===== config.mk =====
export PLATFORM = sky130hd
export DESIGN_NAME = periph_irq_regs
export DESIGN_NICKNAME = d
export VERILOG_FILES = /design/src/periph_irq_pkg.sv /design/src/periph_irq_regs.sv /design/src/flag_bank.sv
export SDC_FILE = /design/constraint.sdc
export NUM_CORES = 1
export LEC_CHECK = 0
export ABC_AREA = 1
export BUFFER_PORTS_ARGS = -buffer_cell sky130_fd_sc_hd__buf_2
export CORE_UTILIZATION = 56
export DETAILED_ROUTE_END_ITERATION = 10
export PLACE_DENSITY_LB_ADDON = 0.3
export SYNTH_ARGS = -nofsm -noshare
export SYNTH_HDL_FRONTEND = slang
export SYNTH_SLANG_ARGS = --single-unit

===== constraint.sdc =====
create_clock -name ref_clk_in -period 4.9 [get_ports ref_clk_in]
set_input_delay 1.225 -clock ref_clk_in [delete_from_list [all_inputs] [get_ports ref_clk_in]]
set_output_delay 1.225 -clock ref_clk_in [all_outputs]
set_load 0.005 [all_outputs]

===== src/periph_irq_pkg.sv =====
package periph_irq_pkg;

	// register byte offsets on the bus
	localparam logic [7:0] OFF_PWM_EN = 8'h00;
	localparam logic [7:0] OFF_FLAGS_ONE = 8'h04;
	localparam logic [7:0] OFF_FLAGS_TWO = 8'h08;
	localparam logic [7:0] OFF_EN_ONE = 8'h0C;
	localparam logic [7:0] OFF_EN_TWO = 8'h10;
	localparam logic [7:0] OFF_CORE = 8'h14;
	localparam logic [7:0] OFF_PWM_FLAGS = 8'h18;
	localparam logic [7:0] OFF_PWM_CLR = 8'h1C;

	// field masks and reset value
	localparam logic [7:0] REG_RESET = 8'h00;
	localparam logic [7:0] NO_MASK = 8'h00;
	localparam logic [7:0] ALL_MASK = 8'hFF;
	localparam logic [7:0] PWM_EN_MASK = 8'h77;
	localparam logic [7:0] FLAGS_ONE_WR_MASK = 8'hCF;
	localparam logic [7:0] FLAGS_ONE_LEVEL_MASK = 8'h30;
	localparam logic [7:0] CORE_MASK = 8'hC0;
	localparam int CORE_GLOBAL_BIT = 7;
	localparam int CORE_PERIPH_BIT = 6;

	// bus answers
	localparam logic [1:0] RESP_OKAY = 2'b00;
	localparam logic [1:0] RESP_SLVERR = 2'b10;
	localparam logic [23:0] RDATA_PAD = 24'h00_0000;

	// first request flag group, bit 7 first
	typedef struct packed {
		logic timer1_gate_flag;
		logic converter_done_flag;
		logic serial_rx_flag;
		logic serial_tx_flag;
		logic sync_serial_flag;
		logic capcomp1_flag;
		logic timer2_match_flag;
		logic timer1_overflow_flag;
	} group_one_t;

	// second request flag group, bit 7 first
	typedef struct packed {
		logic osc_fail_flag;
		logic comparator2_flag;
		logic comparator1_flag;
		logic eeprom_write_done_flag;
		logic bus_collision_flag;
		logic comparator4_flag;
		logic comparator3_flag;
		logic capcomp2_flag;
	} group_two_t;

	// switch-mode pwm unit events
	typedef struct packed {
		logic pwm3_timebase;
		logic pwm2_timebase;
		logic pwm1_timebase;
		logic pwm3_shutdown;
		logic pwm2_shutdown;
		logic pwm1_shutdown;
	} pwm_events_t;

	typedef enum logic [1:0] {
		WR_COLLECT = 2'b01,
		WR_RESP = 2'b10
	} wr_state_t;

	typedef enum logic [1:0] {
		RD_IDLE = 2'b01,
		RD_DATA = 2'b10
	} rd_state_t;

	typedef enum logic [3:0] {
		SEL_NONE, SEL_PWM_EN, SEL_FLAGS_ONE, SEL_FLAGS_TWO, SEL_EN_ONE,
		SEL_EN_TWO, SEL_CORE, SEL_PWM_FLAGS, SEL_PWM_CLR
	} reg_sel_t;

	// pwm events placed in the enable register layout
	function automatic logic [7:0] pwm_layout(input pwm_events_t p);
		pwm_layout = {1'b0, p.pwm3_timebase, p.pwm2_timebase, p.pwm1_timebase,
			1'b0, p.pwm3_shutdown, p.pwm2_shutdown, p.pwm1_shutdown};
	endfunction

endpackage


===== src/periph_irq_regs.sv =====
// Contract
// RULE_01: flags set on event regardless of enables
// RULE_02: peripheral gate required for any interrupt
// RULE_03: software clears flags before enabling
// RULE_04: pwm enable bits 7,3 read zero
// RULE_05: pwm enable bits 6..4 gate timebase
// RULE_06: pwm enable bits 2..0 gate shutdown
// RULE_07: request register one bit layout
// RULE_08: serial rx/tx flags read-only, unit driven
// RULE_09: request register two bit layout
// RULE_10: flag one means pending, writable flags clearable
// RULE_11: every bit resets to zero
// RULE_12: enable bits read/write, one allows interrupt
// RULE_13: enable two pairs with request two
// RULE_14: enable one pairs with request one
// RULE_15: request when flag, enable, both gates set
// RULE_16: event wins over same-cycle clear
module periph_irq_regs
	import periph_irq_pkg::*;
#(
	parameter int ADDR_W = 8
) (
	input wire logic ref_clk_in,
	input wire logic reset_in,
	input wire logic [ADDR_W-1:0] awaddr_in,
	input wire logic awvalid_in,
	output logic awready_out,
	input wire logic [31:0] wdata_in,
	input wire logic [3:0] wstrb_in,
	input wire logic wvalid_in,
	output logic wready_out,
	output logic [1:0] bresp_out,
	output logic bvalid_out,
	input wire logic bready_in,
	input wire logic [ADDR_W-1:0] araddr_in,
	input wire logic arvalid_in,
	output logic arready_out,
	output logic [31:0] rdata_out,
	output logic [1:0] rresp_out,
	output logic rvalid_out,
	input wire logic rready_in,
	input wire group_one_t events_one_in,
	input wire group_two_t events_two_in,
	input wire pwm_events_t pwm_events_in,
	output logic periph_irq_out
);

	if (ADDR_W < 8 || ADDR_W > 32) begin : g_chk
		$error("address width must be 8 to 32");
	end

	// address to register select, used by both channels
	function automatic reg_sel_t decode_addr(input logic [ADDR_W-1:0] a);
		reg_sel_t s;
		s = SEL_NONE;
		case (a)
			ADDR_W'(OFF_PWM_EN): s = SEL_PWM_EN;
			ADDR_W'(OFF_FLAGS_ONE): s = SEL_FLAGS_ONE;
			ADDR_W'(OFF_FLAGS_TWO): s = SEL_FLAGS_TWO;
			ADDR_W'(OFF_EN_ONE): s = SEL_EN_ONE;
			ADDR_W'(OFF_EN_TWO): s = SEL_EN_TWO;
			ADDR_W'(OFF_CORE): s = SEL_CORE;
			ADDR_W'(OFF_PWM_FLAGS): s = SEL_PWM_FLAGS;
			ADDR_W'(OFF_PWM_CLR): s = SEL_PWM_CLR;
			default: s = SEL_NONE;
		endcase
		return s;
	endfunction

	wr_state_t wr_state_q;
	rd_state_t rd_state_q;
	logic aw_held_q, w_held_q, lane0_q, irq_q;
	logic [ADDR_W-1:0] awaddr_q;
	logic [7:0] wbyte_q;
	logic [1:0] bresp_q, rresp_q;
	logic [31:0] rdata_q;
	logic [7:0] pwm_en_q, en_one_q, en_two_q, core_q;
	logic [7:0] fl1, fl2, pwm_fl, pwm_clr, ev1_v, ev2_v, rd_byte, pend;
	wire aw_hs, w_hs, ar_hs, do_write, wr_hit, resp_done, rd_done, gates;
	reg_sel_t wr_sel, rd_sel;
	wire wr_pwm_en, wr_fl1, wr_fl2, wr_en1, wr_en2, wr_core, wr_pwm_clr;

	// write channel handshakes and commit
	assign awready_out = !aw_held_q;
	assign wready_out = !w_held_q;
	assign aw_hs = awvalid_in && awready_out;
	assign w_hs = wvalid_in && wready_out;
	assign do_write = (wr_state_q == WR_COLLECT) && aw_held_q && w_held_q;
	assign resp_done = bvalid_out && bready_in;
	assign bvalid_out = (wr_state_q == WR_RESP);
	assign bresp_out = bresp_q;
	assign wr_sel = decode_addr(awaddr_q);
	assign wr_hit = do_write && lane0_q;

	// per register write strobes
	assign wr_pwm_en = wr_hit && (wr_sel == SEL_PWM_EN);
	assign wr_fl1 = wr_hit && (wr_sel == SEL_FLAGS_ONE);
	assign wr_fl2 = wr_hit && (wr_sel == SEL_FLAGS_TWO);
	assign wr_en1 = wr_hit && (wr_sel == SEL_EN_ONE);
	assign wr_en2 = wr_hit && (wr_sel == SEL_EN_TWO);
	assign wr_core = wr_hit && (wr_sel == SEL_CORE);
	assign wr_pwm_clr = wr_hit && (wr_sel == SEL_PWM_CLR);

	// address and data holding, released after the response
	always_ff @(posedge ref_clk_in) begin
		if (reset_in) begin
			aw_held_q <= 1'b0;
			w_held_q <= 1'b0;
		end else begin
			aw_held_q <= aw_hs || (aw_held_q && !resp_done);
			w_held_q <= w_hs || (w_held_q && !resp_done);
		end
	end

	// captured payloads
	always_ff @(posedge ref_clk_in) begin
		if (reset_in) begin
			awaddr_q <= '0;
			wbyte_q <= REG_RESET;
			lane0_q <= 1'b0;
		end else begin
			if (aw_hs) awaddr_q <= awaddr_in;
			if (w_hs) wbyte_q <= wdata_in[7:0];
			if (w_hs) lane0_q <= wstrb_in[0];
		end
	end

	// write response sequencing
	always_ff @(posedge ref_clk_in) begin
		if (reset_in) begin
			wr_state_q <= WR_COLLECT;
			bresp_q <= RESP_OKAY;
		end else begin
			case (wr_state_q)
				WR_COLLECT: begin
					if (do_write) begin
						wr_state_q <= WR_RESP;
						bresp_q <= (wr_sel == SEL_NONE) ? RESP_SLVERR : RESP_OKAY;
					end
				end
				WR_RESP: begin
					if (bready_in) wr_state_q <= WR_COLLECT;
				end
				default: wr_state_q <= WR_COLLECT;
			endcase
		end
	end

	// RULE_04 masked pwm enable write
	// RULE_12 enables read and write
	always_ff @(posedge ref_clk_in) begin
		if (reset_in) begin
			pwm_en_q <= REG_RESET;
			en_one_q <= REG_RESET;
			en_two_q <= REG_RESET;
			core_q <= REG_RESET;
		end else begin
			if (wr_pwm_en) pwm_en_q <= wbyte_q & PWM_EN_MASK;
			if (wr_en1) en_one_q <= wbyte_q;
			if (wr_en2) en_two_q <= wbyte_q;
			if (wr_core) core_q <= wbyte_q & CORE_MASK;
		end
	end

	// RULE_01 events set flags unconditionally
	assign ev1_v = events_one_in;
	assign ev2_v = events_two_in;
	assign pwm_clr = wr_pwm_clr ? (wbyte_q & PWM_EN_MASK) : NO_MASK;

	// RULE_07 first request group
	// RULE_08 serial flags follow unit
	flag_bank #(
		.WIDTH(8),
		.WR_MASK(FLAGS_ONE_WR_MASK),
		.LEVEL_MASK(FLAGS_ONE_LEVEL_MASK)
	) u_flags_one (
		.ref_clk_in(ref_clk_in),
		.reset_in(reset_in),
		.set_in(ev1_v),
		.clr_in(NO_MASK),
		.wr_en_in(wr_fl1),
		.wr_data_in(wbyte_q),
		.flags_out(fl1)
	);

	// RULE_09 second request group
	// RULE_10 writable flags clearable
	flag_bank #(
		.WIDTH(8),
		.WR_MASK(ALL_MASK),
		.LEVEL_MASK(NO_MASK)
	) u_flags_two (
		.ref_clk_in(ref_clk_in),
		.reset_in(reset_in),
		.set_in(ev2_v),
		.clr_in(NO_MASK),
		.wr_en_in(wr_fl2),
		.wr_data_in(wbyte_q),
		.flags_out(fl2)
	);

	// pwm flags: read-only status, cleared by writing ones
	flag_bank #(
		.WIDTH(8),
		.WR_MASK(NO_MASK),
		.LEVEL_MASK(NO_MASK)
	) u_flags_pwm (
		.ref_clk_in(ref_clk_in),
		.reset_in(reset_in),
		.set_in(pwm_layout(pwm_events_in)),
		.clr_in(pwm_clr),
		.wr_en_in(1'b0),
		.wr_data_in(NO_MASK),
		.flags_out(pwm_fl)
	);

	// read channel
	assign arready_out = (rd_state_q == RD_IDLE);
	assign ar_hs = arvalid_in && arready_out;
	assign rd_done = rvalid_out && rready_in;
	assign rvalid_out = (rd_state_q == RD_DATA);
	assign rdata_out = rdata_q;
	assign rresp_out = rresp_q;
	assign rd_sel = decode_addr(araddr_in);

	// read data select; clear register reads zero
	assign rd_byte = (rd_sel == SEL_PWM_EN) ? pwm_en_q :
		(rd_sel == SEL_FLAGS_ONE) ? fl1 :
		(rd_sel == SEL_FLAGS_TWO) ? fl2 :
		(rd_sel == SEL_EN_ONE) ? en_one_q :
		(rd_sel == SEL_EN_TWO) ? en_two_q :
		(rd_sel == SEL_CORE) ? core_q :
		(rd_sel == SEL_PWM_FLAGS) ? pwm_fl : REG_RESET;

	// read sequencing and captured answer
	always_ff @(posedge ref_clk_in) begin
		if (reset_in) begin
			rd_state_q <= RD_IDLE;
			rdata_q <= 32'h0000_0000;
			rresp_q <= RESP_OKAY;
		end else begin
			case (rd_state_q)
				RD_IDLE: begin
					if (ar_hs) begin
						rd_state_q <= RD_DATA;
						rdata_q <= {RDATA_PAD, rd_byte};
						rresp_q <= (rd_sel == SEL_NONE) ? RESP_SLVERR : RESP_OKAY;
					end
				end
				RD_DATA: begin
					if (rd_done) rd_state_q <= RD_IDLE;
				end
				default: rd_state_q <= RD_IDLE;
			endcase
		end
	end

	// RULE_05 timebase enables pair flags
	// RULE_06 shutdown enables pair flags
	// RULE_13 enable two pairing
	// RULE_14 enable one pairing
	assign pend = (fl1 & en_one_q) | (fl2 & en_two_q) | (pwm_fl & pwm_en_q);
	// RULE_02 peripheral gate qualifies
	assign gates = core_q[CORE_GLOBAL_BIT] && core_q[CORE_PERIPH_BIT];

	// RULE_15 registered request output
	always_ff @(posedge ref_clk_in) begin
		if (reset_in) begin
			irq_q <= 1'b0;
		end else begin
			irq_q <= gates && (|pend);
		end
	end

	assign periph_irq_out = irq_q;
endmodule


===== src/flag_bank.sv =====
module flag_bank
	import periph_irq_pkg::*;
#(
	parameter int WIDTH = 8,
	parameter logic [WIDTH-1:0] WR_MASK = '1,
	parameter logic [WIDTH-1:0] LEVEL_MASK = '0
) (
	input wire logic ref_clk_in,
	input wire logic reset_in,
	input wire logic [WIDTH-1:0] set_in,
	input wire logic [WIDTH-1:0] clr_in,
	input wire logic wr_en_in,
	input wire logic [WIDTH-1:0] wr_data_in,
	output logic [WIDTH-1:0] flags_out
);

	logic [WIDTH-1:0] flags_q;
	logic [WIDTH-1:0] flags_d;

	if (WIDTH < 1) begin : g_chk
		$error("flag_bank width must be at least one");
	end

	// per bit next value: level bits follow source, others are sticky
	for (genvar i = 0; i < WIDTH; i++) begin : g_bit
		logic keep;
		assign keep = (wr_en_in && WR_MASK[i]) ? wr_data_in[i] : (flags_q[i] & ~clr_in[i]);
		// RULE_16 event beats clear
		assign flags_d[i] = LEVEL_MASK[i] ? set_in[i] : (set_in[i] | keep);
	end

	// RULE_11 reset clears flags
	always_ff @(posedge ref_clk_in) begin
		if (reset_in) begin
			flags_q <= '0;
		end else begin
			flags_q <= flags_d;
		end
	end

	assign flags_out = flags_q;

endmodule


==> results.toml, run 1 <==
[clock_tree]
cts_buffers = 9
htreeDepth = 3
hold_buffers = 0
clkSinkCount = 84
clkTransAtPathRegs_ns = 0.08
ctsResizeCount = 0
cts_tree = "built"
clockBufferDepth = 2
insertion_delay_ns = 0.36
cts_root_buf = "clkbuf_8"
postCtsSetupRepairBufs = 0

[final_layout]
layout-drive-gt1-share_pct = 18.6
finalNetCount = 718
mostFrequentLayoutCells = "94 x inv_1, 84 x dfxtp_1, 76 x nand2_1"
antennaDiodeCount = 0
syn_to_final_growth_pct = 11.8
design_area_sq_um = 4640
mostFrequentLayoutCell = "inv_1"

[global_routing]
antenna_found_initial = 0
gr-total-overflow = 0
grt_pass1_vias = 3246
grtUsageTotal_pct = 26.1
grt_first_pass_wirelength_um = 15300
grt_max_degree = 55

[placed_design]
dpl_cell_area_sq_um = 4430
place_hpwl_um = 7030
port_buffers = 69
gp_congestion = 0.871

[timing]
fin_setup_tns_ns = 0
rsz0062_at_grt = "false"
finalHoldWorstSlack_ns = 0.469
fin_skew_ns = 0.00642
period_share_pct = 51.8
worstMarginPinSlew_ns = 0.591
report.final.slew_viol_count = 0
hold_violations = 0
finalSetupViolCount = 0
fmax_mhz = 394
fin_crit_ns = 2.54
relSlewSlack_pct = 60.5

[logic_synthesis]
synth_edf_count = 0
syn_area_per_cell_sq_um = 7.23
synth_top_cell_by_area = "dfxtp_1"
synthesis.area_sq_um = 4150
synth_top_flop_cell = "dfxtp_1"
ys_seq_area_share_pct = 40.5
yosys_warnings = 0
async_reset_ff_share_pct = 0
yosys_register_bits = 84
synth_cell_type_count = 35
synthCells = 574
synthTopCellsByArea = "dfxtp_1 41%, inv_1 8.5%, nand2_1 6.9%"
synth_top_area_share_pct = 40.5

[detailed_routing]
vias = 3811
drc = 0
wire_per_inst_um = 12.8
drt_pass1_iterations = 5
drt_iter0_markers = 264
vias_per_cell = 5.16
ant_nets = 0
drt_wl_total_um = 9460

[power]
ir_worst_vdd_v = 0.000189
p_per_area_nw_per_um2 = 308
power_leakage_nw = 2.15

[floorplan]
die_y_um = 88.1
io_pins = 123
num_rows = 31
core_sq_um = 7210
die_w_um = 88.1
dieArea_sq_um = 7760
initial_core_util_pct = 57.5

[worst_setup_path]
start_kind = "input pin"
worstSetupStartpoint = "araddr_in[5]"
r2r_start = "wr_state_q[0]"
worst-setup-path-type = "in2reg"
critPathCaptureType = "register"
worst_ep_required_time_ns = 5.19
cp.arrival_ns = 2.83
cp_max_fo = 9
rrSetupSlack_ns = 2.94

[min_path]
min_path_type = "reg2reg"
min_from = "rdata_out[7]"

[status]
status = "finished clean"

[job]
cap_violations = 0
sequential cells by signal (all words and copies together), names as in the netlist, named ones only:
register and cells:
bresp_out 1, core_q 2, u_flags_two.flags_out 8, lane0_q 1
rdata_out 8, aw_held_q 1, en_two_q 8, wbyte_q 8
rresp_out 1, awaddr_q 8, pwm_en_q 6, u_flags_one.flags_out 8
en_one_q 8, rd_state_q 2, u_flags_pwm.flags_out 6, wr_state_q 2
periph_irq_out 1, w_held_q 1
per-stage QoR:
stage                     cells  total power, mW  utilization (%)  worst slack, ns
after floorplan             599            0.862                -             2.41
after global placement      725            0.895             61.4             2.10
after detailed placement    725            0.902             61.4             2.04
after CTS                   739             1.43             64.3             2.39
after global routing        739             1.50             64.3             2.14
final                       739             1.43             64.3             2.36
synth_stat cells, drive strengths merged (3+ instances only):
cell      n
nand4     5
o31ai     6
o21ai    68
a21oi    61
o211ai    6
o2111ai   3
nand3    33
inv      99
clkbuf   10
nor3     13
nand2    88
nor2     58
dfxtp    84
buf      33
report_power, final:
group          switching (mW)  total, mW  internal, mW
Sequential             0.0281      0.743         0.715
Combinational          0.0931      0.145        0.0522
Clock                   0.245      0.540         0.295
metal layers:
layer | track usage [%] | vias to the layer above | share of wire [%] | wire length (um)
met5 | 0 | - | 0 | 0
met4 | 9.53 | 0 | 1.8 | 167
met3 | 5.47 | 15 | 6.6 | 627
met2 | 41.1 | 168 | 46 | 4330
met1 | 35.4 | 1708 | 46 | 4330
li1 | - | 1920 | - | -
area by class of cell:
class | count | area (sq um)
Inverter | 99 | 372
Fill cell | 651 | 2570
Timing Repair Buffer | 70 | 353
Tap cell | 99 | 124
Clock inverter | 4 | 75.1
Multi-Input combinational cell | 373 | 1900
Clock buffer | 10 | 138
Sequential cell | 84 | 1680
critical path, stage by stage:
cell and delay (ns):
buf_2 0.09, inv_1 0.10, nand2_1 0.10, nor2_4 0.16, nand2_2 0.09, nor2_2 0.38, and2_1 0.22, nand3_1 0.07
o21ai_0 0.10, o21ai_0 0.14, a21oi_1 0.14
worst paths after layout:
| check | to | cells past startpoint |
|---|---|---|
| min | rdata_out[7] | 2 |
| max | rdata_out[3] | 11 |
| min reg2reg | rdata_out[7] | 2 |
| max reg2reg | en_two_q[4] | 7 |
cells by family (layout without fill, tap and decap cells):
logic type	Yosys count	in the layout	share of synthesized area, %
flops	84	84	40.5
simple gates	200	200	23.9
compound gates	147	147	19.5
buf+inv	142	183	16.0
other cells	1	26	0.0903
Note: power is estimated with default switching activity, not from simulation.
==> run 2: changes to the inputs <==
Settings changed: ABC_AREA 1 to 0, CORE_UTILIZATION 56 to 51.
Clock period 4.9 ns to 2.5 ns, I/O delays scaled along.
==> results.toml, run 2 <==
[status]
status = "finished clean"

[min_path]
min_path_type = "reg2reg"
min_from = "rdata_out[7]"

[worst_setup_path]
cp.arrival_ns = 2.12
cp_top_family = "simple AND/OR/NAND/NOR gates"
worst-setup-path-type = "in2reg"
critPathCaptureType = "register"
worstPathCellList = "buf_2 > or4_4 > nor3_4 > o221ai_2 > a221oi_2"
start_kind = "input pin"
worst_ep_required_time_ns = 2.78
r2r_start = "aw_held_q"
cp_max_fo = 9
worstSetupStartpoint = "araddr_in[1]"
crit_buf_inv = 1
max_stage_delay_ns = 0.56
crit_slowest_cell = "or4_4"

[placed_design]
port_buffers = 69
gp_congestion = 0.886
place_hpwl_um = 6560

[final_layout]
regArea_sq_um = 1680
fillers = 685
mostFrequentLayoutCell = "dfxtp_1"
multi_input_area_sq_um = 1970
layout-drive-gt1-share_pct = 20.4
syn_to_final_growth_pct = 14.1
mostFrequentLayoutCells = "84 x dfxtp_1, 69 x buf_2, 56 x a21oi_1"
finalNetCount = 606
antennaDiodeCount = 0
utilization_pct = 61.0

[floorplan]
die_y_um = 89.9
dieArea_sq_um = 8090
die_w_um = 89.9
initial_core_util_pct = 53.5
core_sq_um = 7370
io_pins = 123
num_rows = 31

[logic_synthesis]
ys_seq_area_share_pct = 42.7
synthCells = 464
synth_commonest_cells = "84 x dfxtp_1, 56 x a21oi_1, 49 x nand2_1"
synth_top_flop_cell = "dfxtp_1"
async_reset_ff_share_pct = 0
syn_area_per_cell_sq_um = 8.50
synth_top_cell_by_area = "dfxtp_1"
synth_cell_type_count = 52
synth_most_common_cell = "dfxtp_1"
yosys_register_bits = 84
synthesis.area_sq_um = 3940
yosys_warnings = 0
synth_edf_count = 0
synth_top_area_share_pct = 42.7
synthTopCellsByArea = "dfxtp_1 43%, mux2i_1 9.1%, a21oi_1 7.1%"

[timing]
finalSetupViolCount = 0
relSlewSlack_pct = 60.2
worstMarginPinSlew_ns = 0.596
fin_skew_ns = 0.00821
fin_crit_ns = 1.85
rsz0062_at_grt = "false"
hold_violations = 0
period_share_pct = 73.9
fin_setup_tns_ns = 0
fmax_mhz = 541
report.final.slew_viol_count = 0

[detailed_routing]
vias = 3407
vias_per_cell = 5.42
drc = 0
wire_per_inst_um = 14.1
drt_iter0_markers = 253
drt_pass1_iterations = 5
ant_nets = 0
drt_wl_total_um = 8860

[global_routing]
gr-total-overflow = 0
grt_pass1_vias = 3073
grt_first_pass_wirelength_um = 14800
grt_max_degree = 36
grtUsageTotal_pct = 22.8
antenna_found_initial = 0

[power]
ir_worst_vdd_v = 0.000402
p_per_area_nw_per_um2 = 624
power_mw = 2.81
power_leakage_nw = 2.09

[job]
cap_violations = 0

[clock_tree]
ctsResizeCount = 0
hold_buffers = 0
postCtsSetupRepairBufs = 0
cts_root_buf = "clkbuf_8"
cts_tree = "built"
cts_buffers = 9
htreeDepth = 3
clkSinkCount = 84
insertion_delay_ns = 0.36
clkTransAtPathRegs_ns = 0.08
clockBufferDepth = 2
run 2: changes by cell type after synthesis, sizes merged, moves of 6 or more:
cell,change
a221oi,+7
a22oi,+7
clkbuf,+7
inv,-75
mux2i,+36
nand2,-39
nand2b,+6
nand3,-32
nor2,-14
nor2b,+12
o21ai,-58
run 2: final cells by class:
type / instances / share of cell area, %
repair buffers: 76 / 9.12
flip-flops and latches: 84 / 37.4
clock buffers: 9 / 2.75
clock inverters: 7 / 2.20
multi-input cells: 330 / 43.8
inverters: 24 / 2.00
well taps: 99 / 2.75
run 2: stage by stage:
| stage | setup slack (ns) | std cells | hold slack (ns) | area, sq um |
|---|---|---|---|---|
| final | 0.652 | 629 | 0.451 | 4500 |
| after global routing | 0.525 | 629 | 0.476 | 4500 |
| after CTS | 0.651 | 629 | 0.454 | 4500 |
| after detailed placement | 0.288 | 613 | 0.443 | 4280 |
| after global placement | 0.336 | 613 | 0.437 | 4280 |
| after floorplan | 0.572 | 489 | 0.434 | 4040 |
run 2: path summary, 6_finish.rpt:
path,endpoint,slack (ns),cells after the start
hold reg to reg,rdata_out[7],0.45,2
hold / removal,rdata_out[7],0.45,2
setup reg to reg,register,0.68,4
setup / recovery,rdata_out[5],0.65,5
run 2: metal layers:
layer,part of all wire (%),routed length [um],GRT usage [%]
met1,48,4210,31.6
met2,44,3930,35.3
met5,0,0,0
met4,1.9,165,10.2
met3,6.2,549,3.30
run 2: cell families after synthesis:
| group | Yosys count | share of synthesized area (%) |
|---|---|---|
| AOI/OAI and AO/OA | 102 | 16.3 |
| buffers and inverters | 75 | 9.77 |
| DFF | 84 | 42.7 |
| muxes | 40 | 10.3 |
| other | 1 | 0.0951 |
| and+or+nand+nor | 162 | 20.9 |
run 2: worst register-to-register path: stages, from the launching register on:
cell	delay [ns]
dfxtp_1	0.35
nor2b_1	0.45
mux2i_1	0.35
or3b_2	0.47
a21oi_1	0.14
run 2: where the power goes:
part / internal [mW] / switching [mW] / leakage [nW] / total, mW
Sequential: 1.39 / 0.0578 / 0.689 / 1.45
Combinational: 0.122 / 0.161 / 1.29 / 0.283
Clock: 0.569 / 0.502 / 0.110 / 1.07
Total: 2.08 / 0.721 / 2.09 / 2.81
